--- src/rtl/rpt_regs.vh ---
// Purpose: offsets, field positions, reset values and op codes of the root port policy block
// Assumes: byte addresses in configuration space
// Notes:   definitions only
`ifndef RPT_REGS_VH
`define RPT_REGS_VH

`define RPT_OFS_POLICY_A   12'h180
`define RPT_OFS_POLICY_B   12'h184
`define RPT_OFS_MISC       12'h188

`define RPT_RST_POLICY_A   32'h00183091
`define RPT_RST_POLICY_B   32'h00000000
`define RPT_RST_MISC       32'h60100000

`define RPT_WM_POLICY_A    32'h001F3FFF
`define RPT_WM_POLICY_B    32'h00000308
`define RPT_WM_MISC        32'hF9F40000

// inbound_policy_ctrl_a
`define RPT_A_ALLOC_WR     7
`define RPT_A_VCP_NS_EN    6
`define RPT_A_ISOCH_NS_BLK 5
`define RPT_A_WR_NS_EN     3
`define RPT_A_RD_NS_EN     2
`define RPT_A_RD_INORDER   1
// inbound_policy_ctrl_b
`define RPT_B_HINT_DIS     9
`define RPT_B_DCA_OVR      8
// port_misc_ctrl
`define RPT_M_TX_LP_BLK    31
`define RPT_M_CFG_TO_ON    29
`define RPT_M_ALL_TO_OFF   28
`define RPT_M_LBW_IRQ_SUP  27
`define RPT_M_PEER_RD_BLK  24
`define RPT_M_HOLD_DIS     23
`define RPT_M_OB_TC_CLR    21
`define RPT_M_LONG_HDR_CHK 20
`define RPT_M_NO_COMBINE   18

// Fabric request kinds
`define RPT_OP_ALLOC_WR    3'h0
`define RPT_OP_NALLOC_WR   3'h1
`define RPT_OP_NS_WR       3'h2
`define RPT_OP_HINT_WR     3'h3
`define RPT_OP_SNP_RD      3'h4
`define RPT_OP_NS_RD       3'h5
`define RPT_OP_HINT_RD     3'h6
`define RPT_OP_DCA_WR      3'h7

`define RPT_CACHELINE_B    7'h40

`endif

--- src/rtl/rpt_policy_ctrl.v ---
// Purpose: root port inbound/outbound transaction policy and its configuration registers
// Assumes: one core clock; request inputs come from same-clock logic; dmi_mode_i is a pin
// Notes:   one cycle from request to classified fabric request
//          read ordering and completion splitting are levels for the queues downstream
//          timeout, L0s and interrupt outputs are enables for logic outside this block
//          DMI mode lags its pin by two edges through the synchroniser
//
// Contract
// RULE1: Allocating-write bit chooses allocating or non-allocating flow for qualifying VC0/VCp writes.
// RULE2: No prefetch hint is sent for a write taking the allocating flow.
// RULE3: VCp requests with NS=1 go non-snooped only if VCp no-snoop is enabled.
// RULE4: Isoch no-snoop block stops VC1/VCm NS=1 requests going non-snooped.
// RULE5: VC0/VCp NS writes go non-snoop if write no-snoop enabled, else by allocation policy.
// RULE6: VC0/VCp NS reads go non-snoop if read no-snoop enabled, else snooped reads.
// RULE7: With an honoured hint, NS and both no-snoop enables are ignored.
// RULE8: VC1 and VCm requests are non-snoop regardless of the no-snoop enable bits.
// RULE9: Read in-order bit forbids any read bypassing an earlier read.
// RULE10: Hint-disable bit makes TPH=1 requests behave as TPH=0.
// RULE11: DCA override skips requester match; all writes are DCA, target from tag. Code makes only VC0/VCp writes DCA; VC1/VCm writes never are.
// RULE12: Transmitter low-power block keeps the transmitter out of L0s always.
// RULE13: Config timeout enable, set at reset, gates config completion timeouts alone.
// RULE14: All-timeouts-off bit disables every completion timeout.
// RULE15: Link bandwidth interrupt suppress stops MSI/INTx from link status bits 15,14.
// RULE16: Peer read block master-aborts peer-to-peer memory reads.
// RULE17: On the DMI port, hold-disable answers hold messages with UR and fatal error.
// RULE18: Outbound class clear forces outbound TC to zero, else passes it.
// RULE19: In DMI mode outbound TC is always zero.
// RULE20: Long-header check flags 4DW headers below 4 GB as malformed.
// RULE21: No-combine bit returns read completions split at 64-byte cacheline boundaries.
// RULE22: Undescribed bits read zero and ignore writes; fields reset to defaults.
`include "rpt_regs.vh"
`timescale 1ns/1ns
`default_nettype none
module rpt_policy_ctrl #(
  parameter       DMI_PORT = 0, // 1 when this port is the DMI port
  parameter [7:0] TAG_W    = 8  // width of the inbound tag
) (
  input  wire             ref_clk_i,        // core clock, 100 MHz
  input  wire             reset_i,          // sync reset, high
  input  wire             dmi_mode_i,       // pin: port runs in DMI mode
  // configuration space port
  input  wire             cfg_req_i,        // access request
  input  wire             cfg_wr_i,         // 1 write, 0 read
  input  wire [11:0]      cfg_addr_i,       // byte address
  input  wire [3:0]       cfg_be_i,         // byte enables
  input  wire [31:0]      cfg_wdata_i,      // write data
  output reg              cfg_ack_o,        // access done
  output reg  [31:0]      cfg_rdata_o,      // read data
  // inbound request from the link
  input  wire             ib_valid_i,       // request present
  input  wire             ib_write_i,       // 1 write, 0 read
  input  wire [1:0]       ib_vc_i,          // 0 VC0, 1 VCp, 2 VC1, 3 VCm
  input  wire             ib_ns_i,          // no-snoop attribute
  input  wire             ib_tph_i,         // processing hint present
  input  wire [TAG_W-1:0] ib_tag_i,         // tag field
  input  wire             ib_dca_match_i,   // requester matched a DCA id
  input  wire             ib_peer_i,        // decodes as peer-to-peer
  input  wire             ib_hdr4dw_i,      // 4DW header
  input  wire             ib_addr_hi_zero_i,// upper 32 address bits zero
  input  wire             cip_hint_zero_i,  // coherent_if_ctrl zero-tag hint bit
  input  wire             hold_msg_i,       // assert-hold message received
  // outbound request
  input  wire             ob_valid_i,       // outbound request present
  input  wire [2:0]       ob_tc_i,          // source traffic class
  input  wire             link_l0s_en_i,    // link control enables L0s
  // classified fabric request
  output reg              fab_valid_o,      // classified request
  output reg  [2:0]       fab_op_o,         // request kind
  output reg              fab_prefetch_o,   // send prefetch hint
  output reg              fab_dca_en_o,     // DCA enabled for write
  output reg  [TAG_W-1:0] fab_dca_tgt_o,    // DCA target from tag
  output reg              fab_abort_o,      // master abort pulse
  output reg              malformed_o,      // malformed TLP pulse
  output reg              rd_inorder_o,     // reads must stay in order
  output reg              hold_ur_o,        // answer hold with UR
  output reg              fatal_err_o,      // fatal error pulse
  output reg              ob_valid_o,       // outbound request out
  output reg  [2:0]       ob_tc_o,          // outbound traffic class
  output reg              tx_l0s_allow_o,   // transmitter may enter L0s
  output reg              cfg_timeout_en_o, // config completion timeouts on
  output reg              other_timeout_en_o,// other completion timeouts on
  output reg              lbw_irq_allow_o,  // link bw status may interrupt
  output reg              cpl_no_combine_o, // split completions per line
  output reg  [6:0]       cpl_max_bytes_o   // largest completion, 0 unlimited
);
  wire        dmi_mode_s;
  wire [31:0] reg_val [0:2];
  wire [2:0]  reg_hit;
  wire [31:0] pol_a;
  wire [31:0] pol_b;
  wire [31:0] misc;

  rpt_sync2 u_dmi_sync (
    .ref_clk_i (ref_clk_i),
    .reset_i   (reset_i),
    .async_i   (dmi_mode_i),
    .sync_o    (dmi_mode_s)
  );

  // One access per cycle; every request is acknowledged, mapped or not
  wire wr_take = cfg_req_i & cfg_wr_i;
  wire rd_take = cfg_req_i & ~cfg_wr_i;

  assign reg_hit[0] = (cfg_addr_i == `RPT_OFS_POLICY_A);
  assign reg_hit[1] = (cfg_addr_i == `RPT_OFS_POLICY_B);
  assign reg_hit[2] = (cfg_addr_i == `RPT_OFS_MISC);

  genvar gi;
  generate
    for (gi = 0; gi < 3; gi = gi + 1) begin : g_reg
      // Reset values and writable masks per register
      localparam [31:0] RV = (gi == 0) ? `RPT_RST_POLICY_A :
                             (gi == 1) ? `RPT_RST_POLICY_B : `RPT_RST_MISC;
      localparam [31:0] WM = (gi == 0) ? `RPT_WM_POLICY_A :
                             (gi == 1) ? `RPT_WM_POLICY_B : `RPT_WM_MISC;
      rpt_cfg_word #(
        .RESET (RV),
        .WMASK (WM)
      ) u_word (
        .ref_clk_i (ref_clk_i),
        .reset_i   (reset_i),
        .we_i      (wr_take & reg_hit[gi]), // see RULE22
        .be_i      (cfg_be_i),
        .wdata_i   (cfg_wdata_i),
        .value_o   (reg_val[gi])
      );
    end
  endgenerate

  assign pol_a = reg_val[0];
  assign pol_b = reg_val[1];
  assign misc  = reg_val[2];

  // Config read: unmapped offsets answer zero
  reg [31:0] rdata_d;
  always @* begin
    rdata_d = 32'h00000000;
    if (reg_hit[0]) begin
      rdata_d = pol_a;
    end else if (reg_hit[1]) begin
      rdata_d = pol_b;
    end else if (reg_hit[2]) begin
      rdata_d = misc; // see RULE22
    end
  end

  always @(posedge ref_clk_i) begin
    if (reset_i) begin
      cfg_ack_o   <= 1'b0;
      cfg_rdata_o <= 32'h00000000;
    end else begin
      cfg_ack_o   <= cfg_req_i;
      cfg_rdata_o <= rd_take ? rdata_d : 32'h00000000;
    end
  end

  // Field decode
  wire alloc_wr   = pol_a[`RPT_A_ALLOC_WR];
  wire vcp_ns_en  = pol_a[`RPT_A_VCP_NS_EN];
  wire isoch_blk  = pol_a[`RPT_A_ISOCH_NS_BLK];
  wire wr_ns_en   = pol_a[`RPT_A_WR_NS_EN];
  wire rd_ns_en   = pol_a[`RPT_A_RD_NS_EN];
  wire hint_dis   = pol_b[`RPT_B_HINT_DIS];
  wire dca_ovr    = pol_b[`RPT_B_DCA_OVR];

  // Inbound classification
  wire isoch      = ib_vc_i[1];
  wire is_vcp     = (ib_vc_i == 2'b01);
  wire tph_eff    = ib_tph_i & ~hint_dis;                       // see RULE10
  wire zero_hint  = tph_eff & (ib_tag_i == {TAG_W{1'b0}}) & cip_hint_zero_i;
  wire ns_ok      = ib_ns_i & ~tph_eff & (~is_vcp | vcp_ns_en); // see RULE3
  wire is_dca     = ib_write_i & (dca_ovr | ib_dca_match_i);    // see RULE11
  wire malformed  = misc[`RPT_M_LONG_HDR_CHK] & ib_hdr4dw_i & ib_addr_hi_zero_i;
  wire peer_abort = misc[`RPT_M_PEER_RD_BLK] & ib_peer_i & ~ib_write_i;

  reg [2:0] op_d;
  always @* begin
    op_d = `RPT_OP_SNP_RD;
    if (isoch) begin
      // Isoch traffic is non-snoop unless NS=1 is blocked
      if (ib_ns_i & isoch_blk) begin                            // see RULE4
        op_d = ib_write_i ? `RPT_OP_NALLOC_WR : `RPT_OP_SNP_RD;
      end else begin
        op_d = ib_write_i ? `RPT_OP_NS_WR : `RPT_OP_NS_RD;      // see RULE8
      end
    end else if (ib_write_i) begin
      if (is_dca) begin
        op_d = `RPT_OP_DCA_WR;
      end else if (tph_eff & ~zero_hint) begin
        op_d = `RPT_OP_HINT_WR;                                 // see RULE7
      end else if (ns_ok & wr_ns_en) begin
        op_d = `RPT_OP_NS_WR;                                   // see RULE5
      end else begin
        op_d = alloc_wr ? `RPT_OP_ALLOC_WR : `RPT_OP_NALLOC_WR; // see RULE1
      end
    end else begin
      if (tph_eff) begin
        op_d = `RPT_OP_HINT_RD;                                 // see RULE7
      end else if (ns_ok & rd_ns_en) begin
        op_d = `RPT_OP_NS_RD;                                   // see RULE6
      end else begin
        op_d = `RPT_OP_SNP_RD;
      end
    end
  end

  // Next values of the inbound answer
  wire ib_take     = ib_valid_i & ~malformed;
  // Malformed or aborted requests never reach the fabric
  wire fab_valid_d = ib_take & ~peer_abort;
  wire abort_d     = ib_take & peer_abort;                       // see RULE16
  wire malformed_d = ib_valid_i & malformed;                     // see RULE20
  // DCA covers VC0/VCp writes only; the target reads zero otherwise
  wire dca_wr      = ib_take & ~isoch & is_dca;                  // see RULE11
  // Prefetch hint only for the non-allocating flow
  wire prefetch_d  = ib_take & ~isoch & (op_d == `RPT_OP_NALLOC_WR); // see RULE2

  always @(posedge ref_clk_i) begin
    if (reset_i) begin
      fab_valid_o    <= 1'b0;
      fab_op_o       <= `RPT_OP_SNP_RD;
      fab_prefetch_o <= 1'b0;
      fab_dca_en_o   <= 1'b0;
      fab_dca_tgt_o  <= {TAG_W{1'b0}};
      fab_abort_o    <= 1'b0;
      malformed_o    <= 1'b0;
    end else begin
      fab_valid_o    <= fab_valid_d;
      fab_op_o       <= op_d;
      fab_prefetch_o <= prefetch_d;
      fab_dca_en_o   <= dca_wr;
      fab_dca_tgt_o  <= dca_wr ? ib_tag_i : {TAG_W{1'b0}};       // see RULE11
      fab_abort_o    <= abort_d;
      malformed_o    <= malformed_d;
    end
  end

  // Hold message handling, DMI port only
  wire hold_refuse = (DMI_PORT != 0) & misc[`RPT_M_HOLD_DIS] & hold_msg_i;

  always @(posedge ref_clk_i) begin
    if (reset_i) begin
      hold_ur_o   <= 1'b0;
      fatal_err_o <= 1'b0;
    end else begin
      hold_ur_o   <= hold_refuse;                                // see RULE17
      fatal_err_o <= hold_refuse;                                // see RULE17
    end
  end

  // Outbound class; DMI mode overrides the register bit
  reg [2:0] ob_tc_d;
  always @* begin
    ob_tc_d = ob_tc_i;
    if (dmi_mode_s) begin
      ob_tc_d = 3'h0;                                            // see RULE19
    end else if (misc[`RPT_M_OB_TC_CLR]) begin
      ob_tc_d = 3'h0;                                            // see RULE18
    end
  end

  always @(posedge ref_clk_i) begin
    if (reset_i) begin
      ob_valid_o <= 1'b0;
      ob_tc_o    <= 3'h0;
    end else begin
      ob_valid_o <= ob_valid_i;
      ob_tc_o    <= ob_tc_d;
    end
  end

  // Next values of the static policy levels
  wire       inorder_d   = pol_a[`RPT_A_RD_INORDER];                 // see RULE9
  wire       l0s_allow_d = link_l0s_en_i & ~misc[`RPT_M_TX_LP_BLK];  // see RULE12
  // Global disable wins over the config enable
  wire       cfg_to_d    = misc[`RPT_M_CFG_TO_ON]
                           & ~misc[`RPT_M_ALL_TO_OFF];               // see RULE13
  wire       other_to_d  = ~misc[`RPT_M_ALL_TO_OFF];                 // see RULE14
  wire       lbw_allow_d = ~misc[`RPT_M_LBW_IRQ_SUP];                // see RULE15
  wire       no_comb_d   = misc[`RPT_M_NO_COMBINE];                  // see RULE21
  wire [6:0] max_bytes_d = no_comb_d ? `RPT_CACHELINE_B : 7'h00;     // see RULE21

  // Static policy levels
  always @(posedge ref_clk_i) begin
    if (reset_i) begin
      rd_inorder_o       <= 1'b0;
      tx_l0s_allow_o     <= 1'b0;
      cfg_timeout_en_o   <= 1'b0;
      other_timeout_en_o <= 1'b0;
      lbw_irq_allow_o    <= 1'b0;
      cpl_no_combine_o   <= 1'b0;
      cpl_max_bytes_o    <= 7'h00;
    end else begin
      rd_inorder_o       <= inorder_d;
      tx_l0s_allow_o     <= l0s_allow_d;
      cfg_timeout_en_o   <= cfg_to_d;
      other_timeout_en_o <= other_to_d;
      lbw_irq_allow_o    <= lbw_allow_d;
      cpl_no_combine_o   <= no_comb_d;
      cpl_max_bytes_o    <= max_bytes_d;
    end
  end
endmodule
`default_nettype wire

--- src/rtl/rpt_sync2.v ---
// Purpose: two flip-flop synchroniser for a level from a pin
// Assumes: input is quasi-static
// Notes:   first stage feeds only the second
`timescale 1ns/1ns
`default_nettype none
module rpt_sync2 (
  input  wire ref_clk_i, // core clock
  input  wire reset_i,   // sync reset, high
  input  wire async_i,   // pin level
  output reg  sync_o     // synchronised level
);
  reg meta_q;

  always @(posedge ref_clk_i) begin
    if (reset_i) begin
      meta_q <= 1'b0;
      sync_o <= 1'b0;
    end else begin
      meta_q <= async_i;
      sync_o <= meta_q;
    end
  end
endmodule
`default_nettype wire

--- src/rtl/rpt_cfg_word.v ---
// Purpose: one 32-bit configuration register with byte enables
// Assumes: write strobe already decoded for this offset
// Notes:   bits outside WMASK hold their reset value
`timescale 1ns/1ns
`default_nettype none
module rpt_cfg_word #(
  parameter [31:0] RESET = 32'h00000000,
  parameter [31:0] WMASK = 32'hFFFFFFFF
) (
  input  wire        ref_clk_i, // core clock
  input  wire        reset_i,   // sync reset, high
  input  wire        we_i,      // write this word
  input  wire [3:0]  be_i,      // byte enables
  input  wire [31:0] wdata_i,   // write data
  output reg  [31:0] value_o    // stored value
);
  wire [31:0] lane_mask;
  wire [31:0] wr_mask;

  assign lane_mask = {{8{be_i[3]}}, {8{be_i[2]}}, {8{be_i[1]}}, {8{be_i[0]}}};
  assign wr_mask   = lane_mask & WMASK;

  always @(posedge ref_clk_i) begin
    if (reset_i) begin
      value_o <= RESET;
    end else if (we_i) begin
      value_o <= (value_o & ~wr_mask) | (wdata_i & wr_mask);
    end
  end
endmodule
`default_nettype wire

--- config.mk ---
export PLATFORM = sky130hd
export DESIGN_NAME = rpt_policy_ctrl
export DESIGN_NICKNAME = d
export VERILOG_FILES = /design/src/rtl/rpt_policy_ctrl.v /design/src/rtl/rpt_sync2.v /design/src/rtl/rpt_cfg_word.v
export VERILOG_INCLUDE_DIRS = /design/src /design/src/rtl
export SDC_FILE = /design/constraint.sdc
export NUM_CORES = 1
export LEC_CHECK = 0
export BUFFER_PORTS_ARGS = -buffer_cell sky130_fd_sc_hd__buf_2
export CORE_ASPECT_RATIO = 1.4
export CORE_UTILIZATION = 33
export CTS_CLUSTER_DIAMETER = 150
export DETAILED_ROUTE_END_ITERATION = 7
export HOLD_SLACK_MARGIN = 0.02
export SETUP_SLACK_MARGIN = 0.1
export SYNTH_ARGS = -nofsm -noshare
export SYNTH_HDL_FRONTEND = slang
export SYNTH_HIERARCHICAL = 1
export SYNTH_SLANG_ARGS = --single-unit
--- constraint.sdc ---
create_clock -name ref_clk_i -period 6 [get_ports ref_clk_i]
set_clock_uncertainty 0.15 [all_clocks]
set_input_delay 0.6 -clock ref_clk_i [delete_from_list [all_inputs] [get_ports ref_clk_i]]
set_output_delay 0.6 -clock ref_clk_i [all_outputs]
set_load 0.01 [all_outputs]
# [After elaboration in Yosys (flattened, before gate mapping)]
# Cells that the tools add are included.
[classes] bitwise=56 n_eq_ne=5 reduce_logical=4 mux=15
[ops] cell="AND 32 bit" n=4
[ops] cell="2-to-1 mux 32 bit" n=3
[ops] cell="OR 32 bit" n=3
[ops] cell="== test 12 x 9 -> 1 bit (second input constant)" n=3
[ops] cell="AND 32 x 10 -> 32 bit" n=1
[ops] cell="AND 32 x 21 -> 32 bit" n=1
[ops] cell="NOT 10 -> 32 bit" n=1
[ops] cell="NOT 21 -> 32 bit" n=1
[ops] cell="NOT 32 bit" n=1
[ops] cell="AND 1 bit" n=28
[ops] cell="2-to-1 mux 3 bit" n=6
[ops] cell="NOT 1 bit" n=14
[ops] cell="logical NOT 8 bit" n=1
[ops] cell="2-to-1 mux 7 bit" n=1
[ops] cell="2-to-1 mux 2 bit" n=3
[ops] cell="OR reduction 2 bit" n=2
[ops] cell="== test 3 x 1 -> 1 bit (second input constant)" n=1
[ops] cell="OR reduction 3 bit" n=1
[ops] cell="== test 2 x 1 -> 1 bit (second input constant)" n=1
[ops] cell="2-to-1 mux 1 bit" n=2
[ops] cell="OR 1 bit" n=2
[word_totals] output_inout_bits=68 reg_bits=164 word_cells=103

# [Longest topological paths before layout]
# Gate-level depths: netlist (run 1).
[depth] depth_word=13 ltp_mapped=9 depth_no_buf=5

# [Modules after synthesis]
# Netlist (run 1), hierarchy kept.
[by_module_without_submodules] module="rpt_policy_ctrl" instances=1 cells_per_inst=313 area_each_um2=2633.8
[by_module_without_submodules] module="rpt_cfg_word (g_reg[0].u_word)" instances=1 cells_per_inst=94 area_each_um2=989.7
[by_module_without_submodules] module="rpt_cfg_word (g_reg[2].u_word)" instances=1 cells_per_inst=69 area_each_um2=629.4
[by_module_without_submodules] module="rpt_cfg_word (g_reg[1].u_word)" instances=1 cells_per_inst=42 area_each_um2=341.6
[by_module_without_submodules] module="rpt_sync2" instances=1 cells_per_inst=4 area_each_um2=52.6

# [Least setup slack after synthesis (run 1)]
# No wires, ideal clock.
[synth_path] kind="in2reg" start="input port cfg_addr_i[1]" end="register with a tool-made name" path_stages=7 path_slack_ns=3.629 path_buffers=2 t_arrival_ns=2.101 setup_ns=0.120 cell_sequence="nor4_2 > nand4_1 > clkbuf_1 > nor2_1 > buf_6 > nand2_2 > a211o_1"
[synth_rtl] element="start, declared" line="rpt_policy_ctrl.v:44" text="input wire [11:0] cfg_addr_i,"

==> metrics.txt, run 1 <==
status completed; Final Hold Fails 0; GRT overflow 0; first-pass GRT wire length 16500 µm; All-Layer GR Usage 14.7%; final hold slack 0.301 ns; share of cells above drive strength 1 35.4%; CP max FO 35; via count 3580; most frequent cells in the layout 132 x buf_2, 94 x dfxtp_1, 78 x a21oi_1; type of origin of the critical path input port; Post-CTS Setup Repair Bufs 0; register bit count reported by yosys 94; setup tns final 0 ns; dpl cells 802; vias in the first global route 3418; Final HPWL DP 7050 µm; # Max-Cap Violations 0; clk_lat worst skew 0.34 ns; period utilization 53.4%; final setup fails 0; Slew @ Worst Pin 1.16 ns; top cells by area, synth dfxtp_1 40%, buf_4 12%, a21oi_1 8.4%, nor3_2 6.5%, nor2_1 3.2%; 1st-iter DRT viols 76; # diodes 0; Crit Path Class in -> reg; Synth top area share 40.5%; Detailed Routing Iterations Pass 1 4; worst hold path class reg -> reg; critical path arrival 3.32 ns; Initial Util 34.2%; Die Width 102 µm; RSZ-0062 raised after global routing no; hold path depth 1; Synth area leader dfxtp_1; register area share after synthesis 40.5%; Cells after Synth 522; Final nets 710; Area Growth Syn to Fin 17.0%; post-route ant nets 0; Peak Freq 312 MHz; commonest non-fill, non-tap cell in the layout buf_2; Critical Path End Type register; clock-pin slew on the worst setup and hold paths 0.07 ns; power per standard cell area 254 nW/µm²; Core Footprint 13600 µm²; die height 142 µm; die area 14600 µm²; htree depth 3; min Tclk post-route 3.20 ns; register area 1880 µm²; Rows 50; area of the multi-input gates 2170 µm²; Slew HR 22.3%; Final Max Tran Viols 0; largest net degree at the start of global routing 38; Filler Cell Count 1397; drt wl/cell 12.7 µm; Final Instance Count excl. Fillers 818; critical path required time 6.11 ns; Lkg Pwr 0.00234 µW; Mapped Area 4650 µm²; Detailed Route WL 10400 µm; Num CTS Buffers 9; CTS tree built; Longest Clk Path Bufs 2; DR vias/cell 4.38; I/O Buffers 132; # IOs 146; clock sink total 94; root buf cell clkbuf_16; Yosys cell types 43; antenna violations before repair 0; Avg Cell Area, Syn 8.90 µm²; DR DRC count 0; worst reg2reg path depth 4; gpl congestion 0.739; # hold bufs at CTS 0; Max IR drop VDD 115 µV; synth warn 6; count of cells resized by post-cts repair 0
-- kinds of logic after synthesis --
kind of cell	count (synthesis)	synth area share (%)
buffers and inverters	140	18.6
AND/OR/NAND/NOR	156	22.1
AO/OA/AOI/OAI	127	18.2
other	4	0.323
adder cells (fa/ha/maj)	1	0.269
flip-flops	94	40.5
-- per-stage QoR --
stage / util (%) / total power [µW] / instance area (µm²) / setup WS [ns]
2_1_floorplan: - / 738 / 4900 / 3.63
3_3_place_gp: 37.5 / 746 / 5090 / 2.50
3_5_place_dp: 37.5 / 748 / 5090 / 2.43
4_1_cts: 40.0 / 1400 / 5440 / 2.80
5_1_grt: 40.0 / 1440 / 5440 / 2.37
6_report: 40.0 / 1380 / 5440 / 2.80
-- per-layer routing --
layer / wire, µm / GRT usage [%]
met1: 4500 / 17.5
met2: 5140 / 25.5
met3: 634 / 3.34
met4: 142 / 5.34
met5: 0 / 0
-- worst max-delay path: stages --
cell,delay [ns]
buf_2,0.56
inv_1,0.74
nor4_1,1.06
nand3_1,0.15
a21oi_1,0.18
-- final cells by class --
class	count	share of cell area, %
tap	182	4.19
timing repair buffer	135	12.6
inverter	36	2.49
multi-input combinational	355	39.9
clock buffer	11	4.65
clock inverter	5	1.63
sequential	94	34.6
-- synthesized netlist by cell type, drive strengths merged --
cell and number:
and2 12, or2 1, a21oi 88, nand3 26, ha 1, a21bo 23, or4b 1, o21ai 1
a2111oi 2, nand4 1, or3 1, dfxtp 94, nor3 36, a21boi 1, nor2b 10, inv 36
or3b 1, nand3b 2, nor4b 2, a311oi 1, nor4 3, a311o 1, and3 9, a211o 9
nand2 7, conb 4, o41a 1, clkbuf 16, nor3b 4, nor2 40, buf 88
-- worst paths after layout --
kind / start / end / slack [ns]
min reg2reg: register / tx_l0s_allow_o / 0.30
min: register / tx_l0s_allow_o / 0.30
max reg2reg: register / fab_dca_tgt_o[4] / 4.06
max: cfg_addr_i[2] / register / 2.80
-- report_power, final --
| group | total (µW) | internal, µW | leakage (µW) | switching, µW |
|---|---|---|---|---|
| Combinational | 103 | 37.7 | 0.00141 | 65.5 |
| Sequential | 631 | 630 | 0.000762 | 1.34 |
| Clock | 646 | 393 | 0.000168 | 253 |
| Total | 1380 | 1060 | 0.00234 | 320 |
Note: power is estimated with default switching activity, not from simulation.
==> inputs of run 2 (changes only) <==
==> constraint.sdc (replaced) <==
create_clock -name ref_clk_i -period 2.95 [get_ports ref_clk_i]
set_clock_uncertainty 0.15 [all_clocks]
set_input_delay 0.295 -clock ref_clk_i [delete_from_list [all_inputs] [get_ports ref_clk_i]]
set_output_delay 0.295 -clock ref_clk_i [all_outputs]
set_load 0.01 [all_outputs]
==> metrics.txt, run 2 (synthesized netlist as in run 1, its figures left out) <==
worst hold path class in -> reg; GRT overflow 0; antenna violations before repair 0; via count 3684; cell area after layout 5590 µm²; Internal Power 2000 µW; Detailed Routing Iterations Pass 1 4; Initial Util 34.2%; period utilization 75.2%; hold path depth 2; Max IR drop VDD 218 µV; clock-pin slew on the worst setup and hold paths 0.07 ns; reg2reg end fab_dca_tgt_o[4]; register share of total power 48.6%; Critical Path End Type register; share of cells above drive strength 1 35.4%; most frequent cells in the layout 132 x buf_2, 94 x dfxtp_1, 78 x a21oi_1; CTS tree built; Post-CTS Setup Repair Bufs 0; Switching Share 24.5%; combinational power share 8.6%; All-Layer GR Usage 15.6%; power per standard cell area 473 nW/µm²; Final Max Tran Viols 0; htree depth 3; # hold bufs at CTS 12; Peak Freq 451 MHz; Slew HR 37.8%; critical path required time 3.07 ns; count of cells resized by post-cts repair 0; Slew @ Worst Pin 0.924 ns; gpl congestion 0.733; Net Sw Power 646 µW; die area 14600 µm²; vias in the first global route 3604; type of origin of the critical path input port; Final HPWL DP 7490 µm; sink of the worst hold path fab_dca_tgt_o[4]; I/O Buffers 132; Detailed Route WL 10900 µm; clock network fraction of total power 42.8%; Num CTS Buffers 9; Die Width 102 µm; 1st-iter DRT viols 118; Final WS setup 0.731 ns; clk_lat worst skew 0.34 ns; Area Growth Syn to Fin 20.2%; Worst Hold Launch ib_tag_i[4]; Rows 50; setup tns final 0 ns; Final nets 729; setup slack, reg-to-reg 1.05 ns; DR vias/cell 4.40; die height 142 µm; # IOs 146; final setup fails 0; first-pass GRT wire length 17400 µm; commonest non-fill, non-tap cell in the layout buf_2; drt wl/cell 13.0 µm; critical path arrival 2.34 ns; root buf cell clkbuf_16; Final Hold Fails 0; Area after DPL 5170 µm²; clock sink total 94; worst slack at placement 0.650 ns; largest net degree at the start of global routing 35; status completed; post-route ant nets 0; # diodes 0; # Max-Cap Violations 0; Core Footprint 13600 µm²; worst reg2reg path depth 4; min Tclk post-route 2.22 ns; Lkg Pwr 0.00241 µW; CP max FO 2; Final Util 41.1%; Crit Path Class in -> reg; Longest Clk Path Bufs 2; RSZ-0062 raised after global routing no; DR DRC count 0
[run 2: changes by cell type in the layout (fill, tap and decap cells not counted)]
cell	change
dlygate4sd3_1	+12
buf_4	+5
buf_12	+2
bufinv_16	-2
clkinv_2	+1
clkinv_4	+1
inv_6	+1
inv_8	-1
[run 2: critical path: stages]
cell and delay (ns):
dlygate4sd3_1 0.54, buf_2 0.12, or4b_1 0.50, o41a_1 0.41, nor3_1 0.28, nor3b_2 0.20
[run 2: metal layers]
| metal | global-route usage [%] | vias up | wire length (µm) |
|---|---|---|---|
| li1 | - | 1864 | - |
| met1 | 18.5 | 1694 | 4700 |
| met2 | 27.8 | 115 | 5510 |
| met3 | 3.00 | 11 | 538 |
| met4 | 5.19 | 0 | 150 |
| met5 | 0 | - | 0 |
[run 2: area by class of cell]
class,count,area (µm²)
Fill cell,1403,7990
Multi-Input combinational cell,355,2170
Timing Repair Buffer,154,881
Clock buffer,11,253
Inverter,36,135
Sequential cell,94,1880
Tap cell,182,228
Clock inverter,5,40.0
[run 2: how the worst max path moves through the flow]
| stage | to | from | cells after the start | slack, ns |
|---|---|---|---|---|
| 2_1_floorplan | register | cfg_addr_i[1] | 7 | 0.88 |
| 3_3_place_gp | cfg_rdata_o[7] | cfg_addr_i[1] | 6 | 0.69 |
| 3_5_place_dp | cfg_rdata_o[19] | cfg_addr_i[1] | 6 | 0.65 |
| 4_1_cts | fab_prefetch_o | ib_tag_i[7] | 6 | 0.74 |
| 5_1_grt | fab_prefetch_o | ib_tag_i[7] | 6 | 0.62 |
| 6_report | fab_prefetch_o | ib_tag_i[7] | 6 | 0.73 |
[run 2: power groups by stage]
stage,registers (µW),clock network [µW],logic (µW)
6_report,1280,1130,228
5_1_grt,1280,1230,258
4_1_cts,1280,1170,226
3_5_place_dp,1310,0,213
3_3_place_gp,1310,0,209
2_1_floorplan,1320,0,181
[run 2: metrics by stage]
stage               hold slack (ns)  total power, µW  std cells
finish                       0.0354             2640        837
global route                 0.0317             2770        837
CTS                          0.0225             2680        837
detailed placement            0.281             1530        809
global placement              0.276             1520        809
floorplan                     0.214             1500        589
==> inputs of run 3 (changes only) <==
--- a/config.mk
+++ b/config.mk
@@ -6,6 +6,7 @@
 export SDC_FILE = /design/constraint.sdc
 export NUM_CORES = 1
 export LEC_CHECK = 0
+export ABC_AREA = 1
 export BUFFER_PORTS_ARGS = -buffer_cell sky130_fd_sc_hd__buf_2
 export CORE_ASPECT_RATIO = 1.4
 export CORE_UTILIZATION = 33
==> constraint.sdc (replaced) <==
create_clock -name ref_clk_i -period 1.9 [get_ports ref_clk_i]
set_clock_uncertainty 0.15 [all_clocks]
set_input_delay 0.19 -clock ref_clk_i [delete_from_list [all_inputs] [get_ports ref_clk_i]]
set_output_delay 0.19 -clock ref_clk_i [all_outputs]
set_load 0.01 [all_outputs]
==> metrics.txt, run 3 <==
number of flops mapped to enable cells by yosys 0; min Tclk post-route 1.68 ns; vias in the first global route 4058; # Max-Cap Violations 0; Die Width 102 µm; Area after DPL 5180 µm²; Yosys cell types 30; CP max FO 9; clock sink total 94; Final HPWL DP 8500 µm; status completed; register area share after synthesis 41.1%; drt wl/cell 12.3 µm; Detailed Routing Iterations Pass 1 4; Avg Cell Area, Syn 7.52 µm²; Longest Clk Path Bufs 2; cell area after layout 6000 µm²; largest net degree at the start of global routing 42; worst slack at placement 0.0479 ns; die height 141 µm; GRT overflow 0; setup slack, reg-to-reg 0.38 ns; Peak Freq 594 MHz; most frequent cells in the layout 132 x buf_2, 94 x dfxtp_1, 81 x nor2_1; predominant post-synthesis flop cell dfxtp_1; Cells after Synth 609; top cells by area, synth dfxtp_1 41%, buf_4 12%, nor2_1 6.8%, nand3_1 6.2%, nand2_1 6.2%; Area Growth Syn to Fin 31.1%; DR vias/cell 4.29; htree depth 3; period utilization 88.7%; Final nets 870; Num CTS Buffers 9; Post-CTS Setup Repair Bufs 0; Rows 50; post-route ant nets 0; setup tns final 0 ns; antenna violations before repair 1; Max IR drop VDD 398 µV; critical path required time 2.03 ns; Critical Path End Type register; DR DRC count 0; die area 14400 µm²; synth cell count leaders 94 x dfxtp_1, 83 x nor2_1, 76 x nand2_1; worst reg2reg path depth 4; Lkg Pwr 0.00301 µW; critical path arrival 1.81 ns; Detailed Route WL 12000 µm; clock-pin slew on the worst setup and hold paths 0.07 ns; Initial Util 34.0%; final hold slack 0.0444 ns; Mapped Area 4580 µm²; Worst Setup SP cfg_req_i; commonest non-fill, non-tap cell in the layout buf_2; root buf cell clkbuf_16; Final Hold Fails 0; power per standard cell area 683 nW/µm²; Tot Pwr 4100 µW; I/O Buffers 132; synth warn 6; share of cells above drive strength 1 23.5%; via count 4201; All-Layer GR Usage 17.6%; Final Max Tran Viols 0; count leader, synth dfxtp_1; Filler Cell Count 1394; Synth area leader dfxtp_1; reg2reg end fab_valid_o; register bit count reported by yosys 94; type of origin of the critical path input port; final setup fails 0; Final WS setup 0.215 ns; worst hold path class in -> reg; Synth async-reset ratio 0%; clk_lat worst skew 0.34 ns; Synth top area share 41.1%; RSZ-0062 raised after global routing yes; CTS tree built; gpl congestion 0.853; first-pass GRT wire length 19300 µm; # IOs 146; Core Footprint 13500 µm²; 1st-iter DRT viols 137; Crit Path Class in -> reg
-- run 3: changes by cell type after synthesis, moves of 11 or more --
cell | before | now
nand4_1 | 1 | 24
nand3_1 | 16 | 57
o21ai_0 | 1 | 22
a21bo_2 | 12 | 0
nor3_2 | 30 | 2
o211ai_1 | 0 | 32
nor2_1 | 40 | 83
nand2_1 | 4 | 76
and2_1 | 11 | 0
a21bo_1 | 11 | 0
inv_1 | 36 | 62
a21oi_1 | 78 | 28
-- run 3: logic make-up after synthesis --
kind of cell               after synthesis  share of synthesized area [%]
and+or+nand+nor                        263                           26.5
other                                    4                          0.328
DFF                                     94                           41.1
AOI/OAI and AO/OA                       84                           11.0
buffers and inverters                  163                           20.8
adders and majority gates                1                          0.273
-- run 3: per-stage QoR --
stage	utilization, %	instances
2_1_floorplan	-	676
3_3_place_gp	38.5	909
3_5_place_dp	38.5	909
4_1_cts	44.6	978
5_1_grt	44.6	979
6_report	44.6	979
-- run 3: critical path: stages --
cell	delay [ns]
dlygate4sd3_1	0.53
buf_2	0.11
nand2_1	0.20
nor2_2	0.33
nand2_2	0.21
nand2_1	0.10
nand2_1	0.05
nor2_1	0.09
-- run 3: worst min-delay path by stage --
stage / start / endpoint / cells past startpoint
floorplan: reset_i / u_dmi_sync/meta_q / 1
global placement: u_dmi_sync/meta_q / u_dmi_sync/sync_o / 2
detailed placement: ob_valid_i / ob_valid_o / 3
CTS: ib_dca_match_i / fab_op_o[2] / 4
global route: cfg_be_i[0] / register / 3
finish: ib_dca_match_i / fab_op_o[2] / 4
-- run 3: timing repair --
action | in CTS | in global routing
endpoints found under the hold margin | 53 | 0
gates resized for setup | 0 | 2
setup endpoints to repair | 0 | 6
hold buffers | 53 | 0
-- run 3: power by group --
group | switching [µW] | internal (µW) | leakage, µW | total [µW]
logic | 201 | 174 | 0.00211 | 374
registers | 3.93 | 1990 | 0.000762 | 1990
clock network | 821 | 908 | 0.000140 | 1730
total | 1030 | 3070 | 0.00301 | 4100
-- run 3: routing by layer --
metal  vias up  global-route usage (%)  wire length (µm)  part of all wire (%)
met5         -                       0                 0                     0
met4         0                    8.16               371                   3.1
met3        25                    2.76               384                   3.2
met2       108                    32.1              6300                    52
met1      1862                    19.4              4970                    41
li1       2206                       -                 -                     -
-- run 3: final cells by class --
class / instances / area [µm²] / share of cell area, %
Multi-Input combinational cell: 419 / 2020 / 33.6
Clock inverter: 7 / 57.6 / 0.959
Antenna cell: 1 / 2.50 / 0.0417
Timing Repair Buffer: 202 / 1340 / 22.4
Inverter: 65 / 246 / 4.11
Tap cell: 182 / 228 / 3.79
Sequential cell: 94 / 1880 / 31.4
Clock buffer: 9 / 225 / 3.75
